[config.mk]
export PLATFORM = sky130hd
export DESIGN_NAME = fmlr_core
export DESIGN_NICKNAME = d
export VERILOG_FILES = /design/src/inc/fmlr_pkg.sv /design/src/core/fmlr_sec_timer.sv /design/src/core/fmlr_hist_mem.sv /design/src/core/fmlr_core.sv
export VERILOG_INCLUDE_DIRS = /design/src /design/src/inc
export SDC_FILE = /design/constraint.sdc
export NUM_CORES = 1
export LEC_CHECK = 0
export CORE_MARGIN = 2
export CORE_UTILIZATION = 60
export CTS_BUF_LIST = sky130_fd_sc_hd__clkbuf_4
export DETAILED_ROUTE_END_ITERATION = 16
export DONT_BUFFER_PORTS = 1
export GPL_TIMING_DRIVEN = 0
export PLACE_DENSITY_LB_ADDON = 0.25
export REMOVE_ABC_BUFFERS = 1
export SLEW_MARGIN = 20
export SYNTH_ARGS = -nofsm -noshare
export SYNTH_HDL_FRONTEND = slang
export SYNTH_SLANG_ARGS = --single-unit
[constraint.sdc]
create_clock -name clk -period 5.05 [get_ports clk]
set_input_delay 0.2525 -clock clk [delete_from_list [all_inputs] [get_ports clk]]
set_output_delay 0.2525 -clock clk [all_outputs]
set_load 0.1 [all_outputs]
[src/inc/fmlr_regs.svh]
// Purpose: constants of the motor fault latch and report block
// Assumes: 20 MHz clock, codes carried in 8 bits
// Notes:   definitions only
`ifndef FMLR_REGS_SVH
`define FMLR_REGS_SVH

// ----------------------------------------------------------------
// widths and sizes
// ----------------------------------------------------------------
`define FMLR_CODE_W        8
`define FMLR_SEC_W         32
`define FMLR_SLOTS         19
`define FMLR_HIST_DEPTH    16
`define FMLR_HIST_AW       4
`define FMLR_CNT_W         5

// ----------------------------------------------------------------
// timing
// ----------------------------------------------------------------
`define FMLR_CLK_PERIOD_NS 50
`define FMLR_SECOND_NS     1000000000
`define FMLR_SEC_TICKS     (`FMLR_SECOND_NS / `FMLR_CLK_PERIOD_NS)

// ----------------------------------------------------------------
// slot layout: slots 0..13 carry codes 0..13, 14..18 carry 80..84
// ----------------------------------------------------------------
`define FMLR_DETAIL_BASE   8'h50
`define FMLR_FIRST_DETAIL  14
`define FMLR_PROT_MASK     19'h0_3F3F
`define FMLR_FO_RELAY      0
`define FMLR_FO_LAMP       1
`define FMLR_CB_DET_W      3
`define FMLR_WIRE_DET_W    2
`endif

[src/inc/fmlr_pkg.sv]
// Purpose: shared types of the motor fault latch and report block
// Assumes: constants come from fmlr_regs.svh
// Notes:   none
`include "fmlr_regs.svh"
package fmlr_pkg;
    // live conditions from the detection logic, same clock
    typedef struct packed {
        logic                         earthWarn;
        logic                         earthTrip;
        logic                         highWarn;
        logic                         highTrip;
        logic                         lowWarn;
        logic                         lowTrip;
        logic [`FMLR_WIRE_DET_W-1:0]  wireDet;
        logic [`FMLR_CB_DET_W-1:0]    checkBackDet;
        logic                         thermistorHot;
        logic                         thermWarn;
        logic                         lockedRotor;
        logic                         phaseImb;
        logic                         phaseLoss;
        logic                         thermTrip;
    } fmlr_cond_t;

    // one history entry or diagnosis message
    typedef struct packed {
        logic [`FMLR_CODE_W-1:0] code;
        logic [`FMLR_SEC_W-1:0]  secs;
    } fmlr_hist_t;
endpackage

[src/core/fmlr_sec_timer.sv]
// Purpose: seconds since power on
// Assumes: rst is the power-on reset
// Notes:   ticks is a parameter so simulation can shorten a second
`timescale 1ns/1ns
`include "fmlr_regs.svh"
module fmlr_sec_timer #(
    parameter int unsigned TICKS = `FMLR_SEC_TICKS
) (
    input  wire logic                   clk,
    input  wire logic                   rst,
    output logic [`FMLR_SEC_W-1:0]      seconds
);
    logic [31:0] preReg;
    wire         secTick = (preReg == 32'(TICKS - 1));

    // ----------------------------------------------------------------
    // prescaler and counter
    // ----------------------------------------------------------------
    // cleared at power on
    always_ff @(posedge clk) begin
        if (rst) begin
            preReg  <= 32'h0000_0000;
            seconds <= 32'h0000_0000;
        end else begin
            preReg  <= secTick ? 32'h0000_0000 : preReg + 32'h0000_0001;
            seconds <= secTick ? seconds + 32'h0000_0001 : seconds;
        end
    end

    property p_secStep;
        @(posedge clk) disable iff (rst) !secTick |=> seconds == $past(seconds);
    endproperty
    a_secStep: assert property (p_secStep) else $error("seconds moved without a tick");
endmodule

[src/core/fmlr_hist_mem.sv]
// Purpose: 16-entry fault history storage
// Assumes: one write and one read per cycle
// Notes:   read data is registered; invalid entries read as zero
`timescale 1ns/1ns
`include "fmlr_regs.svh"
module fmlr_hist_mem (
    input  wire logic                        clk,
    input  wire logic                        wrEn,
    input  wire logic [`FMLR_HIST_AW-1:0]    wrAddr,
    input  wire fmlr_pkg::fmlr_hist_t        wrData,
    input  wire logic [`FMLR_HIST_AW-1:0]    rdAddr,
    input  wire logic                        rdValid,
    output fmlr_pkg::fmlr_hist_t             rdData
);
    fmlr_pkg::fmlr_hist_t store [`FMLR_HIST_DEPTH];

    // ----------------------------------------------------------------
    // storage
    // ----------------------------------------------------------------
    // no reset on the array: emptiness lives in the entry count outside
    always_ff @(posedge clk) begin
        if (wrEn) begin
            store[wrAddr] <= wrData;
        end
        rdData <= rdValid ? store[rdAddr] : '0;
    end
endmodule

[src/core/fmlr_core.sv]
// Purpose: latch, acknowledge, record and report motor protection faults
// Assumes: fault conditions arrive from detection logic on clk
// Notes:   multifunction inputs are pins and pass a synchroniser
//
// What this block does
// - detected fault sets a latched indication
// - latch holds until an acknowledge arrives
// - auto acknowledge off by default after reset
// - acknowledge from panel, fieldbus, configured inputs
// - auto acknowledge clears trips once condition ends
// - history of last 16 faults with seconds
// - history and seconds cleared at power up
// - relay and lamp outputs drive summary fault
// - fault lamp on until fault acknowledged
// - fieldbus fault flag one while a fault is latched
// - diagnosis message only where fieldbus supports it
// - thermal trip code 0, warning code 4
// - phase loss code 1, imbalance code 2
// - locked rotor code 3
// - thermistor overtemperature code 5
// - codes 6 and 7 summarise detail codes
// - low current trip 8, warning 9
// - high current trip 10, warning 11
// - earth fault trip 12, warning 13
`timescale 1ns/1ns
`include "fmlr_regs.svh"
module fmlr_core #(
    parameter int unsigned SEC_TICKS = `FMLR_SEC_TICKS
) (
    input  wire logic                        clk,
    input  wire logic                        rst,
    input  wire fmlr_pkg::fmlr_cond_t        cond,
    input  wire logic                        panelAck,
    input  wire logic                        busAck,
    input  wire logic [2:0]                  multifunction_inputs,
    input  wire logic [2:0]                  mfAckCfg,
    input  wire logic                        autoAckEn,
    input  wire logic [1:0]                  faultOutCfg,
    input  wire logic                        diagSupported,
    input  wire logic [`FMLR_HIST_AW-1:0]    histRdIdx,
    output logic                             relay_alarm_output,
    output logic                             lamp_drive_output,
    output logic                             faultLed,
    output logic                             busFaultBit,
    output logic [`FMLR_SLOTS-1:0]           latchedFaults,
    output logic                             diagValid,
    output fmlr_pkg::fmlr_hist_t             diagMsg,
    output logic [`FMLR_CNT_W-1:0]           histCount,
    output logic                             histRdValid,
    output fmlr_pkg::fmlr_hist_t             histRdData,
    output logic [`FMLR_SEC_W-1:0]           secondsNow
);
    // ----------------------------------------------------------------
    // slot to code
    // ----------------------------------------------------------------
    function automatic logic [`FMLR_CODE_W-1:0] slotCode(input logic [4:0] slot);
        logic [`FMLR_CODE_W-1:0] c;
        c = 8'h00;
        if (slot < 5'(`FMLR_FIRST_DETAIL)) begin
            c = {3'h0, slot};
        end else begin
            c = `FMLR_DETAIL_BASE + {3'h0, slot - 5'(`FMLR_FIRST_DETAIL)};
        end
        return c;
    endfunction

    // ----------------------------------------------------------------
    // declarations
    // ----------------------------------------------------------------
    logic [2:0]                 mfSync1_reg;
    logic [2:0]                 mfSync2_reg;
    logic [2:0]                 mfPrev_reg;
    logic [2:0]                 mfAckCfg_reg;
    logic                       autoAck_reg;
    logic [1:0]                 faultOutCfg_reg;
    logic                       diagSup_reg;
    logic [`FMLR_SLOTS-1:0]     latch_reg;
    logic [`FMLR_SLOTS-1:0]     pend_reg;
    logic [`FMLR_HIST_AW-1:0]   wrPtr_reg;
    logic [`FMLR_SLOTS-1:0]     liveVec;
    logic [`FMLR_SLOTS-1:0]     clrVec;
    logic [`FMLR_SLOTS-1:0]     latch_next;
    logic [`FMLR_SLOTS-1:0]     newVec;
    logic [`FMLR_SLOTS-1:0]     pickHot;
    logic [`FMLR_SLOTS-1:0]     pend_next;
    logic [4:0]                 pickSlot;
    logic [2:0]                 mfRise;
    logic                       ackAny;
    logic                       anyLatched;
    logic                       histWr;
    logic                       rdValidNow;
    logic [`FMLR_HIST_AW-1:0]   rdAddr;
    fmlr_pkg::fmlr_hist_t       newEntry;

    // ----------------------------------------------------------------
    // seconds counter and history storage
    // ----------------------------------------------------------------
    fmlr_sec_timer #(
        .TICKS   (SEC_TICKS)
    ) uTimer (
        .clk     (clk),
        .rst     (rst),
        .seconds (secondsNow)
    );

    fmlr_hist_mem uMem (
        .clk     (clk),
        .wrEn    (histWr),
        .wrAddr  (wrPtr_reg),
        .wrData  (newEntry),
        .rdAddr  (rdAddr),
        .rdValid (rdValidNow),
        .rdData  (histRdData)
    );

    // ----------------------------------------------------------------
    // live condition vector
    // ----------------------------------------------------------------
    // summaries 6 and 7 follow their detail codes
    assign liveVec = {cond.wireDet,
                      cond.checkBackDet,
                      cond.earthWarn, cond.earthTrip,
                      cond.highWarn,  cond.highTrip,
                      cond.lowWarn,   cond.lowTrip,
                      |cond.checkBackDet,
                      |cond.wireDet,
                      cond.thermistorHot, cond.thermWarn,
                      cond.lockedRotor,   cond.phaseImb,
                      cond.phaseLoss,     cond.thermTrip};

    // ----------------------------------------------------------------
    // acknowledge sources
    // ----------------------------------------------------------------
    // rising edge of a configured input is an acknowledge
    assign mfRise = mfSync2_reg & ~mfPrev_reg & mfAckCfg_reg;
    // any of the three paths acknowledges
    assign ackAny = panelAck | busAck | (|mfRise);

    always_ff @(posedge clk) begin
        if (rst) begin
            mfSync1_reg <= 3'h0;
            mfSync2_reg <= 3'h0;
            mfPrev_reg  <= 3'h0;
        end else begin
            mfSync1_reg <= multifunction_inputs;
            mfSync2_reg <= mfSync1_reg;
            mfPrev_reg  <= mfSync2_reg;
        end
    end

    // ----------------------------------------------------------------
    // configuration
    // ----------------------------------------------------------------
    // auto acknowledge starts off after reset
    always_ff @(posedge clk) begin
        if (rst) begin
            mfAckCfg_reg    <= 3'h0;
            autoAck_reg     <= 1'b0;
            faultOutCfg_reg <= 2'h0;
            diagSup_reg     <= 1'b0;
        end else begin
            mfAckCfg_reg    <= mfAckCfg;
            autoAck_reg     <= autoAckEn;
            faultOutCfg_reg <= faultOutCfg;
            diagSup_reg     <= diagSupported;
        end
    end

    // ----------------------------------------------------------------
    // latching
    // ----------------------------------------------------------------
    // auto clear only protection trips and warnings (codes 0..5, 8..13) whose condition is gone
    assign clrVec = {`FMLR_SLOTS{ackAny}}
                  | ({`FMLR_SLOTS{autoAck_reg}} & `FMLR_PROT_MASK & ~liveVec);
    // live condition sets, clear only by acknowledge or auto acknowledge; set wins
    assign latch_next = liveVec | (latch_reg & ~clrVec);
    assign newVec     = latch_next & ~latch_reg;
    assign anyLatched = |latch_reg;

    always_ff @(posedge clk) begin
        if (rst) begin
            latch_reg <= '0;
        end else begin
            latch_reg <= latch_next;
        end
    end

    // ----------------------------------------------------------------
    // history queue
    // ----------------------------------------------------------------
    // faults arriving together are logged one per cycle, lowest code first
    assign pickHot   = pend_reg & (~pend_reg + 19'h0_0001);
    assign pend_next = (pend_reg & ~pickHot) | newVec;
    assign histWr    = |pend_reg;

    always_comb begin
        pickSlot = 5'h00;
        for (int i = `FMLR_SLOTS - 1; i >= 0; i--) begin
            if (pend_reg[i]) begin
                pickSlot = 5'(i);
            end
        end
    end

    // code in an unsigned 8-bit field
    assign newEntry = '{code: slotCode(pickSlot), secs: secondsNow};

    // ring of 16, the oldest is overwritten
    always_ff @(posedge clk) begin
        if (rst) begin
            pend_reg  <= '0;
            wrPtr_reg <= 4'h0;
            histCount <= 5'h00;
        end else begin
            pend_reg  <= pend_next;
            wrPtr_reg <= histWr ? wrPtr_reg + 4'h1 : wrPtr_reg;
            if (histWr && histCount != 5'(`FMLR_HIST_DEPTH)) begin
                histCount <= histCount + 5'h01;
            end
        end
    end

    // ----------------------------------------------------------------
    // history read, index 0 is the newest
    // ----------------------------------------------------------------
    // entries beyond the count read as zero, so history starts empty
    assign rdAddr     = wrPtr_reg - 4'h1 - histRdIdx;
    assign rdValidNow = {1'b0, histRdIdx} < histCount;

    always_ff @(posedge clk) begin
        if (rst) begin
            histRdValid <= 1'b0;
        end else begin
            histRdValid <= rdValidNow;
        end
    end

    // ----------------------------------------------------------------
    // indication outputs
    // ----------------------------------------------------------------
    always_ff @(posedge clk) begin
        if (rst) begin
            relay_alarm_output <= 1'b0;
            lamp_drive_output  <= 1'b0;
            faultLed           <= 1'b0;
            busFaultBit        <= 1'b0;
            latchedFaults      <= '0;
        end else begin
            relay_alarm_output <= anyLatched & faultOutCfg_reg[`FMLR_FO_RELAY];
            lamp_drive_output  <= anyLatched & faultOutCfg_reg[`FMLR_FO_LAMP];
            // lamp follows the latch, not the live condition
            faultLed           <= anyLatched;
            busFaultBit        <= anyLatched;
            latchedFaults      <= latch_reg;
        end
    end

    // ----------------------------------------------------------------
    // diagnosis message
    // ----------------------------------------------------------------
    // one message per logged fault; dropped silently when unsupported
    always_ff @(posedge clk) begin
        if (rst) begin
            diagValid <= 1'b0;
            diagMsg   <= '0;
        end else begin
            diagValid <= histWr & diagSup_reg;
            diagMsg   <= histWr ? newEntry : diagMsg;
        end
    end

    // ----------------------------------------------------------------
    // checks
    // ----------------------------------------------------------------
    property p_latchSet;
        @(posedge clk) disable iff (rst)
        (liveVec != '0) |=> ((latch_reg & $past(liveVec)) == $past(liveVec));
    endproperty
    a_latchSet: assert property (p_latchSet) else $error("live fault not latched");

    property p_latchHold;
        @(posedge clk) disable iff (rst)
        (!ackAny && !autoAck_reg) |=> ((latch_reg & $past(latch_reg)) == $past(latch_reg));
    endproperty
    a_latchHold: assert property (p_latchHold) else $error("latch lost without acknowledge");

    property p_defaultManual;
        @(posedge clk) disable iff (rst)
        (!autoAck_reg && latch_reg[0] && !ackAny) |=> latch_reg[0];
    endproperty
    a_defaultManual: assert property (p_defaultManual) else $error("trip cleared without acknowledge");

    property p_autoOffAtReset;
        @(posedge clk) disable iff (rst)
        $past(rst) |-> !autoAck_reg;
    endproperty
    a_autoOffAtReset: assert property (p_autoOffAtReset) else $error("auto acknowledge on after reset");

    property p_ackClears;
        @(posedge clk) disable iff (rst)
        (ackAny && liveVec == '0) |=> (latch_reg == '0) ##1 (faultLed == 1'b0);
    endproperty
    a_ackClears: assert property (p_ackClears) else $error("acknowledge did not clear");

    property p_autoClear;
        @(posedge clk) disable iff (rst)
        (autoAck_reg && latch_reg[0] && !liveVec[0]) |=> !latch_reg[0];
    endproperty
    a_autoClear: assert property (p_autoClear) else $error("auto acknowledge failed");

    property p_histCount;
        @(posedge clk) disable iff (rst)
        (histWr && histCount < 5'(`FMLR_HIST_DEPTH)) |=> histCount == $past(histCount) + 5'h01;
    endproperty
    a_histCount: assert property (p_histCount) else $error("history count wrong");

    property p_powerUpEmpty;
        @(posedge clk) disable iff (rst)
        $past(rst) |-> (histCount == 5'h00 && secondsNow == 32'h0000_0000);
    endproperty
    a_powerUpEmpty: assert property (p_powerUpEmpty) else $error("history not empty at power up");

    property p_relay;
        @(posedge clk) disable iff (rst)
        (anyLatched && faultOutCfg_reg[`FMLR_FO_RELAY]) |=> relay_alarm_output;
    endproperty
    a_relay: assert property (p_relay) else $error("relay summary missing");

    property p_lamp;
        @(posedge clk) disable iff (rst)
        (liveVec != '0) |=> ##1 faultLed;
    endproperty
    a_lamp: assert property (p_lamp) else $error("lamp late");

    property p_busFlag;
        @(posedge clk) disable iff (rst)
        (liveVec != '0) |=> ##1 busFaultBit;
    endproperty
    a_busFlag: assert property (p_busFlag) else $error("fault flag late");

    property p_diagGate;
        @(posedge clk) disable iff (rst)
        diagValid |-> ($past(diagSup_reg) && $past(histWr));
    endproperty
    a_diagGate: assert property (p_diagGate) else $error("diagnosis without support");

    property p_codeZero;
        @(posedge clk) disable iff (rst)
        (histWr && pickSlot == 5'h00 && diagSup_reg) |=> (diagValid && diagMsg.code == 8'h00);
    endproperty
    a_codeZero: assert property (p_codeZero) else $error("thermal trip code wrong");
endmodule

==> results of run 1 <==
## power breakdown
group	internal (µW)	switching, µW
Clock	3140	2670
Combinational	773	828
Sequential	7690	623
## per-layer routing
metal / track usage (%) / share of wire [%] / vias to the layer above
li1: - / - / 8155
met1: 35.6 / 40 / 9421
met2: 42.6 / 50 / 788
met3: 7.64 / 7.8 / 141
met4: 9.69 / 2.3 / 2
met5: 0 / 0.018 / -
## through the flow
| stage | utilization (%) | worst slack, ps |
|---|---|---|
| final | 71.6 | 1450 |
| after global routing | 71.6 | 1320 |
| after CTS | 71.6 | 1440 |
| after detailed placement | 64.9 | 1460 |
| after global placement | 60.8 | -5930 |
| after floorplan | - | -2670 |
## worst max-delay path, cell delays in order (launching register included)
cell and delay, ps:
dfxtp_1 380, ha_4 200, fa_4 1220, buf_16 330, buf_12 280, mux4_2 230, nor2b_1 120, a211oi_1 60
a211oi_1 570
## kinds of logic after synthesis
group,after synthesis
other,1
flip-flops,853
AO/OA/AOI/OAI,203
adder cells (fa/ha/maj),16
AND/OR/NAND/NOR,470
XOR/XNOR,65
buffers and inverters,159
multiplexers,197
## cells in the final DEF (no fill, tap or decap), types with 15 or more instances in the layout
master	synthesis	routed
buf_12	0	36
a21oi_1	88	87
buf_16	0	36
edfxtp_1	624	624
clkinv_1	0	30
a211oi_1	78	78
dfxtp_1	229	194
dfxtp_2	0	35
nor3_1	28	23
nor2b_1	83	83
nor2_1	135	122
mux4_2	156	156
clkbuf_4	0	329
xnor2_1	39	39
nand3_1	25	25
inv_1	29	29
mux2i_1	41	41
o21ai_0	17	17
buf_4	44	15
nand4_1	20	20
dlygate4sd3_1	0	78
xor2_1	25	23
nand2_1	107	107
## final cells by class
type                       count  area share (%)
sequential                   853            60.8
multi-input combinational    953            22.1
timing repair buffer         178            7.22
clock buffer                 329            6.43
tap                          696            2.27
clock inverter                48           0.788
inverter                      29           0.283
antenna                        5          0.0326
## timing repair
item                      4_1_cts  5_1_grt
hold buffers                   79        0
resized for setup               0        0
hold endpoints to repair      196        0
## path summary, 6_finish.rpt
check                     startpoint                  to  slack, ps
hold / removal          histRdIdx[1]      uMem.rdData[2]         90
hold reg to reg   faultOutCfg_reg[0]  relay_alarm_output        430
setup / recovery        wrPtr_reg[0]      uMem.rdData[5]       1450
setup reg to reg        wrPtr_reg[0]      uMem.rdData[5]       1450
==> flow_summary.yaml, run 1 <==
clock_network:
  clock_sinks: 853
  clockBufferDepth: 3
  clkTransAtPathRegs_ps: 60
  clockRootBuffer: "clkbuf_4"
  cts_tree: "yes"
  post_cts_buffers: 0
  h-tree-depth: 4
  clk_latency_ps: 1070
  cts_buffers: 203
layout:
  fill_cells: 3331
  multi_input_area_mm2: 0.00850
  largest-register: "uMem.store"
  area_growth_pct: 18.5
  finalNetCount: 2269
  drive_above_1_share_pct: 28.2
  design_area_mm2: 0.0384
  largest_register_ffs: 624
  top_regs: "uMem.store (624), diagMsg (39), uMem.rdData (39)"
  instances_no_fill: 3091
  ff_latch_area_mm2: 0.0234
synthesis:
  synthSimpleGateAreaFrac_pct: 7.16
  netlist_area_mm2: 0.0324
  yosys.area_share.xor_xnor_pct: 1.78
  synth_top_family_by_area: "multiplexers"
  yosysMostFrequentCell: "edfxtp_1"
  synth_edf_count: 624
  avgSynthCellArea_um2: 16.5
  syn_inst: 1964
  netlist.area_leader.share_pct: 57.8
  ys_types: 52
  yosys-top-cells-area: "edfxtp_1 (58%), dfxtp_1 (14%), mux4_2 (11%)"
  synthFlopType: "edfxtp_1"
  synth_compound_area_share_pct: 3.90
  synth_largest_area_cell: "edfxtp_1"
  ys_seq_area_share_pct: 71.9
  ys_ff_latch: 853
  synth_mux_area_share_pct: 12.1
  synth_adder_area_share_pct: 0.641
  ys_async_sr_fraction_pct: 0
  synth_commonest_cells: "edfxtp_1 (624), dfxtp_1 (229), mux4_2 (156)"
  synth_warnings: 0
outcome:
  status: "finished, final reports clean"
sta:
  final.min_clock_period_ps: 3600
  clock.fmax_mhz: 278
  period_share_pct: 71.3
  worst_pin_slew_ps: 1150
  setup_viol: 0
  skew_ps: 70.2
  hold_slack_ps: 89.2
  relSlewSlack_pct: 23.3
  slew_viol_final: 0
  rsz0062_at_grt: "no"
  tns_ps: 0
  hold_viol: 0
run:
  max-cap-violations: 0
power_and_ir_drop:
  leakagePower_uw: 0.0133
  irDropWorstVdd_uv: 269
  power_density_mw_per_mm2: 410
  power_uw: 15700
global_route:
  grt_pass1_vias: 19565
  grt.total_usage_pct: 26.7
  antenna_found_initial: 3
  grt_start_max_net_pins: 160
  overflow: 0
  grt_pass1_wl_mm: 112
route:
  drtAntennaViolNets: 0
  via_per_inst: 5.99
  vias: 18507
  wl_per_cell_um: 23.4
  wirelength_mm: 72.3
  drc: 0
  dr.pass1.iters: 7
  first_iter_violations: 1565
worst_setup_path:
  critPathRequiredTime_ps: 5920
  start_kind: "register"
  reg2reg_depth: 8
  critPathKind: "reg2reg"
  worstPathArrival_ps: 4470
  cp_max_fo: 44
  endpoint_kind: "register"
place:
  dp.cells: 2630
  gp_congestion: 0.764
  hpwlAfterDp_mm: 44.8
  place_area_mm2: 0.0348
  io_buffers: 0
floorplan:
  initial_core_util_pct: 60.5
  dieHeight_um: 236
  coreArea_mm2: 0.0536
  std_cell_rows: 85
  io_pins: 177
  die_w_um: 236
  die_area_mm2: 0.0559
hold_path:
  hp-class: "in2reg"
  hold_depth: 4
No activity file was read; power rests on OpenSTA's default activity.
==> run 2, diff against run 1 <==
--- a/config.mk
+++ b/config.mk
@@ -7,7 +7,7 @@
 export NUM_CORES = 1
 export LEC_CHECK = 0
 export CORE_MARGIN = 2
-export CORE_UTILIZATION = 60
+export CORE_UTILIZATION = 59
 export CTS_BUF_LIST = sky130_fd_sc_hd__clkbuf_4
 export DETAILED_ROUTE_END_ITERATION = 16
 export DONT_BUFFER_PORTS = 1
==> constraint.sdc (replaced) <==
create_clock -name clk -period 3.2 [get_ports clk]
set_input_delay 0.16 -clock clk [delete_from_list [all_inputs] [get_ports clk]]
set_output_delay 0.16 -clock clk [all_outputs]
set_load 0.1 [all_outputs]
==> run 2 against run 1 <==
Effect of this change: register-to-register slack worse by 1400 ps; combinational power is 62% higher; clock power is 60% higher; worst setup slack worse by 1400 ps; clock skew is 8.1 ps lower; first-iteration DRC count is 1.3% higher; power is 59% higher; cell count is 0.52% higher; hold slack better by 6.6 ps; non-clock buffer count is 10 higher; clock-buffer cell count is 5 higher; critical endpoint is now uMem.rdData[6]; largest power group unchanged; highest routed layer is now met4.
==> flow_summary.yaml, run 2 (synthesis gave the netlist of run 1 again) <==
sta:
  worst_slack_ps: 71.1
  worst_pin_slew_ps: 1170
  clock.fmax_mhz: 320
  tns_ps: 0
  relSlewSlack_pct: 21.9
  final.min_clock_period_ps: 3130
  skew_ps: 62.0
  rsz0062_at_grt: "no"
  period_share_pct: 97.8
  slew_viol_final: 0
  setup_viol: 0
  hold_viol: 0
layout:
  top_regs: "uMem.store (624), diagMsg (39), uMem.rdData (39)"
  design_area_mm2: 0.0386
  finalNetCount: 2282
  largest-register: "uMem.store"
  largest_register_ffs: 624
  final_common_cell: "edfxtp_1"
  instances_no_fill: 3107
  area_growth_pct: 19.1
  drive_above_1_share_pct: 28.8
  final_cell_mix: "edfxtp_1 (624), clkbuf_4 (334), dfxtp_1 (192)"
floorplan:
  die_w_um: 238
  dieHeight_um: 238
  initial_core_util_pct: 60.0
  coreArea_mm2: 0.0540
  die_area_mm2: 0.0568
  std_cell_rows: 85
  io_pins: 177
route:
  first_iter_violations: 1586
  dr.pass1.iters: 7
  wl_per_cell_um: 23.9
  wirelength_mm: 74.3
  vias: 18731
  via_per_inst: 6.03
  drc: 0
  drtAntennaViolNets: 0
global_route:
  antenna_found_initial: 2
  grt_pass1_vias: 19452
  grt.total_usage_pct: 26.9
  overflow: 0
  grt_start_max_net_pins: 160
  grt_pass1_wl_mm: 113
worst_setup_path:
  critPathKind: "reg2reg"
  start_kind: "register"
  endpoint_kind: "register"
  worstPathArrival_ps: 4010
  critPathRequiredTime_ps: 4080
  cp_max_fo: 18
power_and_ir_drop:
  power_density_mw_per_mm2: 649
  irDropWorstVdd_uv: 387
  leakagePower_uw: 0.0134
  power_uw: 25100
clock_network:
  cts_buffers: 206
  clk_latency_ps: 1080
  h-tree-depth: 4
  clkTransAtPathRegs_ps: 70
  clockRootBuffer: "clkbuf_4"
  cts_tree: "yes"
  clockBufferDepth: 3
  clock_sinks: 853
place:
  gp_congestion: 0.795
  io_buffers: 0
  pre_cts_ws_ps: -418
  place_area_mm2: 0.0348
  hpwlAfterDp_mm: 44.9
  dp.cells: 2630
outcome:
  status: "finished, final reports clean"
hold_path:
  hp-class: "in2reg"
run:
  max-cap-violations: 0
-- run 2: cell types whose count changed in the layout (fill, tap and decap cells not counted), moves of 4 or more --
cell / delta
buf_12: +5
buf_4: +9
buf_8: -4
clkbuf_4: +5
clkinv_1: +5
clkinv_4: +5
-- run 2: worst max-delay path: stages, from the launching register on --
cell	delay (ps)
dfxtp_1	690
ha_1	430
a21oi_2	300
xnor2_4	270
buf_16	270
buf_16	170
nor2b_1	150
a211oi_1	70
a211oi_1	570
-- run 2: layout make-up --
cell class / instances / area, µm²
Antenna cell: 2 / 5.00
Inverter: 29 / 109
Clock buffer: 334 / 2510
Multi-Input combinational cell: 953 / 8540
Clock inverter: 52 / 335
Fill cell: 3357 / 15400
Sequential cell: 853 / 23400
Tap cell: 696 / 871
Timing Repair Buffer: 188 / 2880
-- run 2: repair_timing --
item,4_1_cts,5_1_grt
endpoints found under the hold margin,204,0
endpoints found under the setup margin,112,41
resized for setup,6,6
buffers inserted,5,3
hold buffers,81,0
pin swaps,2,2
-- run 2: through the flow --
step                hold slack, ps  utilization [%]
floorplan                      227                -
global placement               244             60.3
detailed placement             245             64.4
CTS                           6.45             71.4
global route                   100             71.5
finish                        95.8             71.5
-- run 2: worst paths after layout --
kind                startpoint              to  slack, ps  cells after the start
setup / recovery  wrPtr_reg[2]  uMem.rdData[6]         70                      8
hold / removal    histRdIdx[1]  uMem.rdData[1]        100                      4
setup reg to reg  wrPtr_reg[2]  uMem.rdData[6]         70                      8
hold reg to reg    diagSup_reg       diagValid        440                      1
-- run 2: layer usage --
metal | part of all wire (%) | up-vias | GRT usage [%]
li1 | - | 8195 | -
met1 | 40 | 9509 | 34.6
met2 | 49 | 868 | 43.6
met3 | 8.1 | 159 | 7.73
met4 | 2.9 | 0 | 10.6
met5 | 0 | - | 0
-- run 2: where the power goes --
group | switching (µW) | total [µW] | internal (µW)
logic | 1350 | 2600 | 1250
registers | 984 | 13100 | 12100
clock network | 4290 | 9340 | 5050
